[src/rtl/tsf_defs.svh]
// tsf_defs.svh: register offsets, field positions and reset values of the timer status flag block
// assumes: included by bare name from every file that decodes the register map
`ifndef TSF_DEFS_SVH
`define TSF_DEFS_SVH

`define TSF_ADR_W          8
`define TSF_ADR_CH2B_STAT  8'h00
`define TSF_ADR_CH35_STAT  8'h04
`define TSF_ADR_CH2B_MASK  8'h08
`define TSF_ADR_CH35_MASK  8'h0c
`define TSF_ADR_MODE       8'h10

`define TSF_CH2B_W         9
`define TSF_CH2B_OVF_BIT   8
`define TSF_CH35_W         15
`define TSF_CH_STRIDE      5
`define TSF_OVF_OFS        4
`define TSF_REG_D          3

`define TSF_MODE_PWM_LSB   0
`define TSF_MODE_IC_LSB    4

`define TSF_STAT_RST       16'h0000
`define TSF_MASK_RST       16'h0000
`define TSF_MODE_RST       16'h0000
`define TSF_RDAT_RST       32'h0000_0000

`endif

[src/rtl/tsf_pkg.sv]
// tsf_pkg: types shared by the timer status flag block
// assumes: tsf_defs.svh carries every number; this package only shapes signals
package tsf_pkg;

	// one timer channel as seen by the flag logic
	typedef struct packed {
		logic [15:0]      count;
		logic [3:0][15:0] general_reg;
		logic [3:0]       capture;
	} tsf_chan_t;

	// one register access: load in the request cycle, commit in the cycle the bus answer is given
	typedef struct packed {
		logic        load;
		logic        commit;
		logic        we;
		logic [7:0]  adr;
		logic [15:0] wmask;
		logic [15:0] wdat;
	} tsf_acc_t;

	typedef enum logic {
		TSF_WB_IDLE,
		TSF_WB_ACK
	} tsf_wb_state_t;

endpackage

[src/rtl/tsf_wb_slave.sv]
// tsf_wb_slave: classic wishbone slave front end, answers every access one cycle after the request
// assumes: master holds cyc, stb, address and data until it samples ack
`timescale 1ns/10ps
module tsf_wb_slave (
	input  wire logic              ref_clk_in,
	input  wire logic              reset_in,
	input  wire logic              wb_cyc_in,
	input  wire logic              wb_stb_in,
	input  wire logic              wb_we_in,
	input  wire logic [7:0]        wb_adr_in,
	input  wire logic [3:0]        wb_sel_in,
	input  wire logic [31:0]       wb_dat_in,
	output logic                   wb_ack_out,
	output tsf_pkg::tsf_acc_t      acc_out
);
	typedef struct packed {
		tsf_pkg::tsf_wb_state_t state;
	} tsf_wbs_state_t;

	tsf_wbs_state_t s_q;
	tsf_wbs_state_t s_d;
	logic           req;

	function automatic logic [15:0] lane_mask(input logic [3:0] sel);
		lane_mask = {{8{sel[1]}}, {8{sel[0]}}};
	endfunction

	assign req = wb_cyc_in & wb_stb_in;

	always_comb begin
		s_d = s_q;
		case (s_q.state)
			tsf_pkg::TSF_WB_IDLE: begin
				if (req) begin
					s_d.state = tsf_pkg::TSF_WB_ACK;
				end
			end
			tsf_pkg::TSF_WB_ACK: begin
				s_d.state = tsf_pkg::TSF_WB_IDLE;
			end
			default: begin
				s_d.state = tsf_pkg::TSF_WB_IDLE;
			end
		endcase
	end

	always_ff @(posedge ref_clk_in or posedge reset_in) begin
		if (reset_in) begin
			s_q.state <= tsf_pkg::TSF_WB_IDLE;
		end else begin
			s_q <= s_d;
		end
	end

	// load snapshots read data; commit is the edge at which the master takes the answer
	assign wb_ack_out     = (s_q.state == tsf_pkg::TSF_WB_ACK) & req;
	assign acc_out.load   = (s_q.state == tsf_pkg::TSF_WB_IDLE) & req;
	assign acc_out.commit = wb_ack_out;
	assign acc_out.we     = wb_we_in;
	assign acc_out.adr    = wb_adr_in;
	assign acc_out.wmask  = lane_mask(wb_sel_in);
	assign acc_out.wdat   = wb_dat_in[15:0];
endmodule

[src/rtl/tsf_flag_reg.sv]
// tsf_flag_reg: bank of sticky status flags cleared by read-while-one then write-zero
// assumes: rd_in and wr_in are single-cycle strobes from the bus front end
`timescale 1ns/10ps
module tsf_flag_reg #(
	parameter int W = 9
) (
	input  wire logic          ref_clk_in,
	input  wire logic          reset_in,
	input  wire logic [W-1:0]  set_in,
	input  wire logic          rd_in,
	input  wire logic [W-1:0]  rd_seen_in,
	input  wire logic          wr_in,
	input  wire logic [W-1:0]  wdat_in,
	input  wire logic [W-1:0]  wmask_in,
	output logic      [W-1:0]  flags_out
);
	typedef struct packed {
		logic [W-1:0] flags;
		logic [W-1:0] armed;
	} tsf_fr_state_t;

	tsf_fr_state_t s_q;
	tsf_fr_state_t s_d;
	logic [W-1:0]  clr;

	// refuse widths the 16-bit bus lanes cannot carry
	if (W < 1 || W > 16) begin : g_bad_w
		$error("tsf_flag_reg: W out of range");
	end

	always_comb begin
		s_d = s_q;
		clr = '0;
		// arm on read
		if (rd_in) begin
			s_d.armed = s_q.armed | rd_seen_in;
		end
		// only written zeros clear
		if (wr_in) begin
			clr       = s_q.armed & wmask_in & ~wdat_in;
			s_d.armed = s_q.armed & ~wmask_in;
		end
		// set beats clear
		s_d.flags = (s_q.flags & ~clr) | set_in;
	end

	always_ff @(posedge ref_clk_in or posedge reset_in) begin
		if (reset_in) begin
			s_q.flags <= '0;
			s_q.armed <= '0;
		end else begin
			s_q <= s_d;
		end
	end

	assign flags_out = s_q.flags;
endmodule

[src/rtl/tsf_status_top.sv]
// tsf_status_top: status flags of timer channel 2B and channels 3 to 5, behind a wishbone slave
// assumes: counters, compare and general registers come from the timer datapath on the same clock
// Summary of operation
// the channel 2B overflow flag sets when its counter wraps from all ones to zero.
// a flag clears only after software read it as one and then writes zero to it.
// compare flags 0 to 7 set when the channel 2B counter equals compare registers A to H.
// writing one to a flag leaves it alone, writing zero clears it.
// the channel 3-5 status word holds overflow at bits 14, 9, 4 and capture/match D..A below each, reset 0.
// bit 15 of the channel 3-5 status word reads zero and software writes zero there.
// the channel 5 overflow flag sets when its counter wraps from all ones to zero.
// in capture mode the channel 5 register D flag sets when a capture loads the counter into it.
// in compare mode the channel 5 register D flag sets when the counter equals it.
// in PWM mode the channel 5 register D flag sets when the counter equals it.
// the channel 5 register C flag never sets in PWM mode.
// the channel 4 overflow flag sets when its counter wraps from all ones to zero.
// in PWM mode the channel 4 register D flag sets when the counter equals it.
// a set and a clear of one flag in the same cycle leave the flag set.
`timescale 1ns/10ps
`include "tsf_defs.svh"
module tsf_status_top #(
	parameter int NUM_CMP = 8
) (
	input  wire logic                          ref_clk_in,
	input  wire logic                          reset_in,
	input  wire logic                          wb_cyc_in,
	input  wire logic                          wb_stb_in,
	input  wire logic                          wb_we_in,
	input  wire logic [7:0]                    wb_adr_in,
	input  wire logic [3:0]                    wb_sel_in,
	input  wire logic [31:0]                   wb_dat_in,
	output logic      [31:0]                   wb_dat_out,
	output logic                               wb_ack_out,
	input  wire logic [15:0]                   ch2b_counter_in,
	input  wire logic [NUM_CMP-1:0][15:0]      ch2b_compare_reg_in,
	input  tsf_pkg::tsf_chan_t [2:0]           ch_in,
	output logic      [`TSF_CH2B_W-1:0]        ch2b_status_out,
	output logic      [15:0]                   channels_three_to_five_status_out,
	output logic                               irq_out
);
	typedef struct packed {
		logic [15:0]               ch2b_prev_cnt;
		logic [NUM_CMP-1:0]        ch2b_match_prev;
		logic [2:0][15:0]          ch_prev_cnt;
		logic [2:0][3:0]           ch_match_prev;
		logic [15:0]               mask_ch2b;
		logic [15:0]               mask_ch35;
		logic [15:0]               mode;
		logic [31:0]               rdat;
	} tsf_top_state_t;

	tsf_top_state_t              s_q;
	tsf_top_state_t              s_d;
	tsf_pkg::tsf_acc_t           acc;
	logic [NUM_CMP-1:0]          ch2b_match_now;
	logic [`TSF_CH2B_W-1:0]      ch2b_set;
	logic [`TSF_CH2B_W-1:0]      ch2b_flags;
	logic [2:0][3:0]             ch_match_now;
	logic [`TSF_CH35_W-1:0]      ch35_set;
	logic [`TSF_CH35_W-1:0]      ch35_flags;
	logic [15:0]                 ch35_word;
	logic                        rd_ch2b;
	logic                        rd_ch35;
	logic                        wr_ch2b;
	logic                        wr_ch35;

	// only bits 7:0 of the channel 2B word hold compare flags
	if (NUM_CMP < 1 || NUM_CMP > 8) begin : g_bad_cmp
		$error("tsf_status_top: NUM_CMP must be 1 to 8");
	end

	function automatic logic wrapped(input logic [15:0] prev, input logic [15:0] now);
		wrapped = (&prev) & ~(|now);
	endfunction

	function automatic logic hits(input logic [7:0] adr, input logic [7:0] target);
		hits = (adr == target);
	endfunction

	tsf_wb_slave u_wb (
		.ref_clk_in (ref_clk_in),
		.reset_in   (reset_in),
		.wb_cyc_in  (wb_cyc_in),
		.wb_stb_in  (wb_stb_in),
		.wb_we_in   (wb_we_in),
		.wb_adr_in  (wb_adr_in),
		.wb_sel_in  (wb_sel_in),
		.wb_dat_in  (wb_dat_in),
		.wb_ack_out (wb_ack_out),
		.acc_out    (acc)
	);

	// channel 2B: equality against each compare register, flagged on the cycle it begins
	generate
		for (genvar i = 0; i < NUM_CMP; i++) begin : g_cmp2b
			assign ch2b_match_now[i] = (ch2b_counter_in == ch2b_compare_reg_in[i]);
			// compare match set
			assign ch2b_set[i] = ch2b_match_now[i] & ~s_q.ch2b_match_prev[i];
		end
		for (genvar i = NUM_CMP; i < `TSF_CH2B_OVF_BIT; i++) begin : g_cmp2b_pad
			assign ch2b_set[i] = 1'b0;
		end
	endgenerate

	// ch2b wrap detect
	assign ch2b_set[`TSF_CH2B_OVF_BIT] = wrapped(s_q.ch2b_prev_cnt, ch2b_counter_in);

	// channels 3 to 5: c = 0 is channel 3, c = 2 is channel 5
	generate
		for (genvar c = 0; c < 3; c++) begin : g_ch
			logic pwm;
			assign pwm = s_q.mode[`TSF_MODE_PWM_LSB + c];
			for (genvar r = 0; r < 4; r++) begin : g_reg
				logic ic;
				logic cmp_edge;
				assign ic = s_q.mode[`TSF_MODE_IC_LSB + 4 * c + r];
				assign ch_match_now[c][r] = (ch_in[c].count == ch_in[c].general_reg[r]);
				assign cmp_edge = ch_match_now[c][r] & ~s_q.ch_match_prev[c][r];
				if (r == `TSF_REG_D) begin : g_d
					// capture into d
					// compare on d
					// pwm sync on d
					// ch4 pwm sync
					assign ch35_set[`TSF_CH_STRIDE * c + r] = pwm ? cmp_edge :
						(ic ? ch_in[c].capture[r] : cmp_edge);
				end else begin : g_abc
					// no pwm flag
					assign ch35_set[`TSF_CH_STRIDE * c + r] = ~pwm &
						(ic ? ch_in[c].capture[r] : cmp_edge);
				end
			end
			// ch5 wrap detect
			// ch4 wrap detect
			assign ch35_set[`TSF_CH_STRIDE * c + `TSF_OVF_OFS] = wrapped(s_q.ch_prev_cnt[c], ch_in[c].count);
		end
	endgenerate

	assign rd_ch2b = acc.commit & ~acc.we & hits(acc.adr, `TSF_ADR_CH2B_STAT);
	assign rd_ch35 = acc.commit & ~acc.we & hits(acc.adr, `TSF_ADR_CH35_STAT);
	assign wr_ch2b = acc.commit & acc.we & hits(acc.adr, `TSF_ADR_CH2B_STAT);
	assign wr_ch35 = acc.commit & acc.we & hits(acc.adr, `TSF_ADR_CH35_STAT);

	// read then zero
	tsf_flag_reg #(
		.W (`TSF_CH2B_W)
	) u_flags_ch2b (
		.ref_clk_in (ref_clk_in),
		.reset_in   (reset_in),
		.set_in     (ch2b_set),
		.rd_in      (rd_ch2b),
		.rd_seen_in (s_q.rdat[`TSF_CH2B_W-1:0]),
		.wr_in      (wr_ch2b),
		.wdat_in    (acc.wdat[`TSF_CH2B_W-1:0]),
		.wmask_in   (acc.wmask[`TSF_CH2B_W-1:0]),
		.flags_out  (ch2b_flags)
	);

	// read then zero
	tsf_flag_reg #(
		.W (`TSF_CH35_W)
	) u_flags_ch35 (
		.ref_clk_in (ref_clk_in),
		.reset_in   (reset_in),
		.set_in     (ch35_set),
		.rd_in      (rd_ch35),
		.rd_seen_in (s_q.rdat[`TSF_CH35_W-1:0]),
		.wr_in      (wr_ch35),
		.wdat_in    (acc.wdat[`TSF_CH35_W-1:0]),
		.wmask_in   (acc.wmask[`TSF_CH35_W-1:0]),
		.flags_out  (ch35_flags)
	);

	// status word layout
	// reserved bit zero
	assign ch35_word = {1'b0, ch35_flags};

	always_comb begin
		s_d = s_q;
		s_d.ch2b_prev_cnt   = ch2b_counter_in;
		s_d.ch2b_match_prev = ch2b_match_now;
		for (int c = 0; c < 3; c++) begin
			s_d.ch_prev_cnt[c]   = ch_in[c].count;
			s_d.ch_match_prev[c] = ch_match_now[c];
		end
		// snapshot read data on the request so the answer comes from a flip-flop
		if (acc.load) begin
			s_d.rdat = `TSF_RDAT_RST;
			if (!acc.we) begin
				if (hits(acc.adr, `TSF_ADR_CH2B_STAT)) begin
					s_d.rdat[`TSF_CH2B_W-1:0] = ch2b_flags;
				end else if (hits(acc.adr, `TSF_ADR_CH35_STAT)) begin
					s_d.rdat[15:0] = ch35_word;
				end else if (hits(acc.adr, `TSF_ADR_CH2B_MASK)) begin
					s_d.rdat[15:0] = s_q.mask_ch2b;
				end else if (hits(acc.adr, `TSF_ADR_CH35_MASK)) begin
					s_d.rdat[15:0] = s_q.mask_ch35;
				end else if (hits(acc.adr, `TSF_ADR_MODE)) begin
					s_d.rdat[15:0] = s_q.mode;
				end
			end
		end
		// plain control registers honour the byte lanes; unused bits stay zero
		if (acc.commit && acc.we) begin
			if (hits(acc.adr, `TSF_ADR_CH2B_MASK)) begin
				s_d.mask_ch2b = ((s_q.mask_ch2b & ~acc.wmask) | (acc.wdat & acc.wmask)) &
					{{(16 - `TSF_CH2B_W){1'b0}}, {`TSF_CH2B_W{1'b1}}};
			end else if (hits(acc.adr, `TSF_ADR_CH35_MASK)) begin
				s_d.mask_ch35 = ((s_q.mask_ch35 & ~acc.wmask) | (acc.wdat & acc.wmask)) &
					{{(16 - `TSF_CH35_W){1'b0}}, {`TSF_CH35_W{1'b1}}};
			end else if (hits(acc.adr, `TSF_ADR_MODE)) begin
				s_d.mode = ((s_q.mode & ~acc.wmask) | (acc.wdat & acc.wmask)) & 16'hfff7;
			end
		end
	end

	always_ff @(posedge ref_clk_in or posedge reset_in) begin
		if (reset_in) begin
			s_q.ch2b_prev_cnt   <= `TSF_STAT_RST;
			s_q.ch2b_match_prev <= '0;
			s_q.ch_prev_cnt     <= '0;
			s_q.ch_match_prev   <= '0;
			s_q.mask_ch2b       <= `TSF_MASK_RST;
			s_q.mask_ch35       <= `TSF_MASK_RST;
			s_q.mode            <= `TSF_MODE_RST;
			s_q.rdat            <= `TSF_RDAT_RST;
		end else begin
			s_q <= s_d;
		end
	end

	assign wb_dat_out                        = s_q.rdat;
	assign ch2b_status_out                   = ch2b_flags;
	assign channels_three_to_five_status_out = ch35_word;
	assign irq_out = (|(ch2b_flags & s_q.mask_ch2b[`TSF_CH2B_W-1:0])) |
		(|(ch35_flags & s_q.mask_ch35[`TSF_CH35_W-1:0]));
endmodule

[config.mk]
export PLATFORM = sky130hd
export DESIGN_NAME = tsf_status_top
export DESIGN_NICKNAME = d
export VERILOG_FILES = /design/src/rtl/tsf_pkg.sv /design/src/rtl/tsf_wb_slave.sv /design/src/rtl/tsf_flag_reg.sv /design/src/rtl/tsf_status_top.sv
export VERILOG_INCLUDE_DIRS = /design/src /design/src/rtl
export SDC_FILE = /design/constraint.sdc
export NUM_CORES = 1
export LEC_CHECK = 0
export ABC_AREA = 0
export BUFFER_PORTS_ARGS = -buffer_cell sky130_fd_sc_hd__buf_2
export CORE_AREA = 5 5 195 197
export DETAILED_ROUTE_END_ITERATION = 8
export DIE_AREA = 0 0 200 202
export PLACE_DENSITY = 0.7
export SLEW_MARGIN = 10
export SYNTH_ARGS = -nofsm -noshare
export SYNTH_HDL_FRONTEND = slang
export SYNTH_SLANG_ARGS = --single-unit
[constraint.sdc]
create_clock -name ref_clk_in -period 4.9 [get_ports ref_clk_in]
set_input_delay 0.245 -clock ref_clk_in [delete_from_list [all_inputs] [get_ports ref_clk_in]]
set_output_delay 0.245 -clock ref_clk_in [all_outputs]
set_load 0.02 [all_outputs]
==> run summary, run 1 <==
The flow ran to the end, and the final reports show no timing, DRC or antenna violations. The final weighted congestion in routability-driven placement came out at 0.912. Internal power comes to 2.65 mW. The aggregate routed wire length is ~42000 um. The number of warnings issued by yosys came out at 0. For the finished layout, the period the worst path requires is 2510 ps. Of the total synthesized cell area, the portion taken by full adders, half adders and majority gates is 0. The wire length the detailed router placed on met1 is ~18000 um. Summed over all layers, the global routing overflow is 0. For the pin with the worst max-slew slack, the measured transition is roughly 1100 ps. The number of CTS-inserted buffers came out at 17. The number of filler cells placed in the layout is between 3000 and 4000. Of the total power, the clock network draws 0.376. The tree is rooted in a clkbuf_16. The data arrival time of the worst path came out at roughly 2800 ps. In this run the count of I/O pins placed on the die edge is 504.

Summed over all nets, wire length on met3 after detailed routing comes to 2820 um. The kind of end point of the critical path is a flop. The post-route non-filler standard cell count came out at between 1500 and 2000.

The count of hold buffers inserted by post-cts repair came out at 0. The count of final max-slew check failures came to 0. The starting density of the core is 0.322.

The H-tree was split into 4 levels. After synthesis, the share of cell area in mux cells is 0.0388. In this run, post-CTS repair resized a total of 0 instances.

The length in cells of the worst reg-to-reg path is 3. The worst register-to-register path has a setup slack of between 2000 and 2500 ps. The data required time of the critical path is approximately 5200 ps. Setup repair after global routing left no endpoint under its margin. The number of enable-type register cells in the synthesized netlist is 0.

The wire length of the first global-routing pass is about 63000 um. The multi-input logic area came out at ~0.006 mm2. The number of nets in the finished design came out at 1930. The detail-routed net length per standard cell came out at 21.6 um. The switching power of the nets is ~1.0 mW.

The area growth from synthesis to final layout is 24.4%. The kind of launch point of the worst setup path is an input pin. The number of antenna violations at the first check in global routing came out at 2.

The met2 wirelength from detailed routing came out at just over 20000 um. In this run the critical register-to-register path is launched from u_wb.s_q. The area inside the core boundary is ~0.036 mm2.

The standard cell area after detailed placement is roughly 0.014 mm2. In this run the static leakage power is ~6.4 nW. The number of clock sinks came out at 188. The sequential cell area is 0.00470 mm2. The number of input and output port buffers inserted is ~470. The number of setup buffers added after CTS is 0. The TritonCTS clock tree is yes. The kind of critical path is input pin to flop. The average footprint of a synthesized cell is a little over 10 um2. The overall power consumption is 3.67 mW. Power spread over the standard cell area amounts to 254 mW/mm2. Timing would allow up to 0.398 GHz.

After synthesis, the largest family of logic cells by area is XOR/XNOR gates. The post-route worst hold slack is between 30 and 40 ps. In this design, the stage delay of the slowest critical-path cell is ~960 ps.

In this run the worst path has a maximum fanout of 22. The final period utilization is 0.513. The synthesized cell area is approximately 0.012 mm2. The unique cell type count in the Yosys netlist is 53.

The register share of total power came out at 0.435. The number of max-cap violations came out at 0. The proportion of power drawn by combinational gates came out at 0.189.

In this run the tightest slew margin relative to its limit is 0.272. The pin count of the biggest net entering global routing came out at 78. The share of the synthesized area in compound gates (AO/OA/AOI/OAI) came to 0.0899.

The remaining routing DRC violations is 0. The total number of placement rows came out at 70. The simple logic cell fraction of the synthesized area is 0.151. On the final layout, the worst clock skew is 9.81 ps.

Of the total synthesized cell area, the portion taken by XOR and XNOR cells is 0.241. The setup TNS came out at 0 ps. The final standard cell area without fillers came out at 0.0145 mm2. After detailed routing, the number of vias per cell comes to 5.13. The number of optimization iterations in the first detailed-route pass is 5.

In this run the top signal layer used is met5. The number of DRC markers in iteration 0 is roughly 750. The clock transition time at the flip-flop clock pins of the worst setup and hold paths came out at 70 ps. Among all flip-flop cells after synthesis, the most frequent one is dfrtp_1. The HPWL reported at the end of detailed placement is ~35000 um.

The die is slightly above 200 um tall. The die span in x is around 200 um. The total number of vias came out at approximately 10000.

The via count of the first global-routing pass is 10673. The die outline area is just over 0.04 mm2. The endpoint of the worst register-to-register path is u_flags_ch35.flags_out[8]. The clock insertion delay at the later pin of the skew report came out at ~430 ps.

The share of cells above drive strength 1 is 0.378. The maximum vdd drop came out at around 230 uV. The share of async-settable or async-resettable flops after synthesis is 1.00. The combined global-route utilization of all metal layers is 0.204. The post-synthesis cell count is roughly 1100. The hold violation total from the final report came out at 0. Among all stages on the critical path, the largest delay is contributed by nor4_4. The register bit count reported by yosys is 188. Traced cell by cell, the critical path runs through buf_2, nor4_4, nand2_2, nor3_4, mux2_2. The path class of the tightest hold or removal check is input pin to async pin. Counting tap cells, the placed design contains a total of around 1900 instances. The number of buffers between clock root and the deepest sink is 2. The fraction of power spent switching nets is 0.278. The fraction of the yosys area taken by sequential cells came out at 0.405.

The final count of negative-setup-slack endpoints came out at 0. The post-detailed-route count of antenna-violating nets is 0.
-- cell type report --
class,count,share of cell area
multi-input combinational,785,0.423
sequential,188,0.326
timing repair buffer,473,0.165
tap,468,0.0405
clock buffer,18,0.0304
clock inverter,14,0.0103
inverter,20,0.00546
antenna,1,0.000173
-- worst max path at each step --
stage,start,endpoint,slack [ps],cells past startpoint
after CTS,u_wb.s_q,u_flags_ch35.flags_out[8],2420,3
after global placement,wb_adr_in[2],u_flags_ch35.s_q[8],2040,5
final,wb_adr_in[4],flop,2390,5
after global routing,u_wb.s_q,u_flags_ch35.flags_out[14],2220,4
after detailed placement,wb_adr_in[4],flop,2000,5
after floorplan,reset_in,async pin,2230,1
-- kinds of logic after synthesis --
logic type      Yosys count
other cells               1
compound gates          143
simple gates            265
xor+xnor                320
buf+inv                 165
flops                   188
mux                      40
-- Yosys cell counts, drive strengths merged (3+ instances only) --
library cell / number / share of area
o22ai: 7 / 0.0038
nor4: 38 / 0.023
a22o: 33 / 0.025
nand4: 115 / 0.064
dfrtp: 188 / 0.41
buf: 68 / 0.042
nand2: 23 / 0.0077
nor3: 14 / 0.0089
a21oi: 20 / 0.0086
a221o: 9 / 0.0078
and3b: 10 / 0.0075
xnor2: 320 / 0.24
o22a: 7 / 0.0053
nor2b: 4 / 0.0022
inv: 20 / 0.0065
a22oi: 17 / 0.011
nand2b: 17 / 0.0092
a21o: 9 / 0.0058
mux2: 40 / 0.039
o2bb2ai: 9 / 0.0068
o21ai: 24 / 0.010
or4: 5 / 0.0036
nor4b: 3 / 0.0054
nor2: 15 / 0.0048
or3b: 8 / 0.0060
clkbuf: 77 / 0.025
and3: 3 / 0.0016
nand3: 3 / 0.0022
-- power by group through the flow --
| stage | clock network (mW) | registers (mW) | logic (mW) |
|---|---|---|---|
| 2_1_floorplan | 0 | 1.62 | 0.408 |
| 6_report | 1.38 | 1.59 | 0.693 |
| 5_1_grt | 1.47 | 1.60 | 0.755 |
| 3_5_place_dp | 0 | 1.62 | 0.691 |
| 4_1_cts | 1.41 | 1.59 | 0.694 |
| 3_3_place_gp | 0 | 1.62 | 0.681 |
-- critical path: cells and delay by family --
kind,cells,cell delay (ps)
buf+inv,1,240
mux,1,400
simple gates,3,1940
-- metrics by stage --
step | util | setup WS (ps)
after CTS | 0.400 | 2420
final | 0.400 | 2390
after global routing | 0.400 | 2220
after detailed placement | 0.384 | 2000
after floorplan | - | 2230
after global placement | 0.384 | 2040
-- routing by layer --
metal / vias up / GRT usage
li1: 4618 / -
met1: 4975 / 0.276
met2: 444 / 0.335
met3: 55 / 0.0342
met4: 2 / 0.0577
met5: - / 0
-- placed cells by master (no fill, tap or decap), types with 15 or more instances in the layout --
| cell type | count |
|---|---|
| nor2_1 | 15 |
| nand2b_1 | 17 |
| mux2_2 | 40 |
| buf_2 | 468 |
| o21ai_0 | 24 |
| a22oi_1 | 17 |
| nand4_1 | 113 |
| xnor2_1 | 320 |
| conb_1 | 17 |
| clkbuf_16 | 17 |
| a22o_1 | 33 |
| inv_1 | 19 |
| a21oi_1 | 20 |
| nor4_1 | 36 |
| nand2_1 | 22 |
| dfrtp_1 | 188 |
No activity file was read; power rests on OpenSTA's default activity.
==> inputs of run 2 (changes only) <==
==> constraint.sdc (replaced) <==
create_clock -name ref_clk_in -period 2.2 [get_ports ref_clk_in]
set_input_delay 0.11 -clock ref_clk_in [delete_from_list [all_inputs] [get_ports ref_clk_in]]
set_output_delay 0.11 -clock ref_clk_in [all_outputs]
set_load 0.02 [all_outputs]
==> run 2 against run 1 <==
Combinational power up 150%. Critical path depth increased by 2. Core utilization increased by 3.2 points. Count of clock-buffer cells in the layout increased by 2. Clock power is 130% higher. Sequential power up 120%. Setup slack lost 2200 ps. Non-clock buffer count increased by 113. Critical path type unchanged. Highest routed layer unchanged.
==> run summary, run 2 (synthesis results as in run 1) <==
The gate family responsible for the most delay along the worst path is buffers and inverters. The HPWL reported at the end of detailed placement came out at 35300 um (+0.48%). The number of nets in the finished design came out at 2043 (+5.9%). In this design, the critical path's most frequently occurring cell is dlygate4sd3_1. The number of CTS-inserted buffers came to 17 (unchanged). The clock transition time at the flip-flop clock pins of the worst setup and hold paths is 70 ps (about the same). The number of clock sinks was 188 (unchanged). The number of DRC markers in iteration 0 is 807 (+8.0%).

The flow ran to the end, and the final reports show no timing, DRC or antenna violations. The data required time of the critical path is 2580 ps (-2630 ps). The data arrival time of the worst path is 2430 ps (-390 ps). The least setup slack across all paths after layout came out at 145 ps (-2240 ps). The number of input and output port buffers inserted is 468 (unchanged). The slew at the pin closest to its max-slew limit is 730 ps (-360 ps). The number of optimization iterations in the first detailed-route pass came to 5 (unchanged). The final setup skew is 15.6 ps (+5.82 ps). The peak clock frequency supported by timing is slightly below 0.5 GHz. The die span in x is 200 um (unchanged). The total number of vias came out at 10680 (+5.8%).

The clock insertion delay at the later pin of the skew report is 430 ps (about the same). The final standard cell area without fillers came out at 0.0156 mm2 (+8.0%). The setup TNS is 0 ps (unchanged). The area inside the core boundary was 0.0361 mm2 (unchanged). The kind of critical path is input pin to flop.

The wire length of the first global-routing pass came out at 67600 um (+6.5%). Leaving out fill and tap cells, the most frequent cell in the layout is buf_2. The final weighted congestion in routability-driven placement came out at 0.907 (-0.60%). From synthesis to final layout, the design area changed by 34.3%.

The post-detailed-route count of antenna-violating nets came out at 0 (unchanged). The number of antenna violations at the first check in global routing came out at 3 (+1). The leakage power of the design was 6.88 nW (+7.9%). The overflow left after global routing is 0 (unchanged). Leaving out fill and tap cells, the most frequent cells in the layout are buf_2, xnor2_1, dfrtp_1. The starting density of the core came out at 0.322 (unchanged). The number of max-cap violations came out at 0 (unchanged).

Among all stages on the critical path, the largest delay is contributed by dlygate4sd3_1. The final count of negative-setup-slack endpoints is 0 (unchanged). The die outline area is 0.0404 mm2 (unchanged). The maximum vdd drop is 520 uV (+130%). The type of the most critical hold path is input pin to flop.

The share of cells above drive strength 1 is 0.365 (-0.0128). The I/O pin total is 504 (unchanged). The pin count of the biggest net entering global routing is 120 (+54%). The stage delay of the slowest cell on the critical path was 580 ps (-380 ps). The number of buffers between clock root and the deepest sink came out at 2 (unchanged).

The routed length on met3 came out at 3120 um (+11%). The hold violation total from the final report is 0 (unchanged). The worst relative slew slack came out at 0.509 (+0.237). Traced cell by cell, the critical path runs through dlygate4sd3_1, buf_2, xnor2_2, nand4_1, dlygate4sd3_1, nor4_2, a22o_1. The detail-routed via count per cell was 5.13 (about the same). The post-route non-filler standard cell count came out at 2081 (+5.8%). The wire length the detailed router placed on met1 came out at 18300 um (+2.5%). The power density over the cells was 536 mW/mm2 (+110%). In this run the clock root is driven by a clkbuf_16.

Setup repair after global routing left no endpoint under its margin. The aggregate routed wire length is 44800 um (+5.7%). The via count of the first global-routing pass came out at 11361 (+6.4%). The met2 wirelength from detailed routing came out at 22100 um (+6.1%). The routed design could run at a clock period as short as 2060 ps. The combined global-route utilization of all metal layers came out at 0.217 (+0.0136).

The detail-routed net length per standard cell came out at 21.5 um (-0.12%). The setup slack at placement is 185 ps (-1810 ps). The TritonCTS clock tree is yes.

The number of buffers added for setup after CTS is 0 (unchanged). The detailed router used layers up to and including met5. The remaining routing DRC violations came out at 0 (unchanged).

The critical path buffer and inverter count came out at 3 (+2). The vertical die dimension is 202 um (unchanged). The kind of end point of the critical path is a flop. The final period utilization came out at 0.934. The total number of placement rows is 70 (unchanged). STA classifies the critical path startpoint as an input pin.

The number of placed instances, taps included was 1953 (+0.98%). The level count of the clock H-tree is 4 (unchanged). The count of final max-slew check failures came out at 0 (unchanged). The standard cell area after detailed placement came out at 0.0140 mm2 (+1.2%).

The maximum fanout along the worst path is 10 (-55%).
-- run 2: what timing repair did --
item,CTS,global route
resized for setup,0,3
endpoints found under the hold margin,280,0
endpoints found under the setup margin,0,3
hold buffers,94,0
-- run 2: path summary, 6_finish.rpt --
| path | startpoint | endpoint | slack (ps) | depth (start not counted) |
|---|---|---|---|---|
| setup reg to reg | u_wb.s_q | flop | 210 | 4 |
| hold / removal | ch2b_compare_reg_in[111] | s_q[146] | 10 | 4 |
| max in group asynchronous | reset_in | s_q[113] | 1220 | 4 |
| hold reg to reg | wb_dat_out[15] | wb_dat_out[15] | 480 | 2 |
| setup / recovery | ch2b_counter_in[0] | u_flags_ch2b.flags_out[1] | 140 | 7 |
| min in group asynchronous | reset_in | s_q[153] | 380 | 4 |
-- run 2: where the power goes --
part,switching (mW),internal [mW],total (mW)
clock,1.41,1.70,3.11
combinational,0.859,0.852,1.71
sequential,0.0284,3.52,3.55
total,2.29,6.07,8.37
-- run 2: area by class of cell --
cell class                      count  area, um2
Tap cell                          468        586
Clock buffer                       20        467
Clock inverter                     12        140
Multi-Input combinational cell    785       6130
Timing Repair Buffer              586       3490
Antenna cell                        2       5.00
Sequential cell                   188       4700
Inverter                           20       78.8
Fill cell                        3501      20500
-- run 2: tightest hold or removal path, stage by stage --
cell	delay [ps]
buf_2	80
xnor2_1	50
nand4_1	90
nor4_1	70
-- run 2: routing by layer --
metal	up-vias	track usage
met3	83	0.0367
met5	-	0
li1	4851	-
met1	5227	0.287
met2	517	0.361
met4	2	0.0713
-- run 2: metrics by stage --
| stage | total power, mW | hold slack [ps] | utilization |
|---|---|---|---|
| final | 8.37 | 9.95 | 0.432 |
| after global routing | 8.74 | 4.01 | 0.432 |
| after CTS | 8.41 | 0.0477 | 0.432 |
| after detailed placement | 5.17 | 282 | 0.389 |
| after global placement | 5.14 | 289 | 0.389 |
| after floorplan | 4.52 | 141 | - |
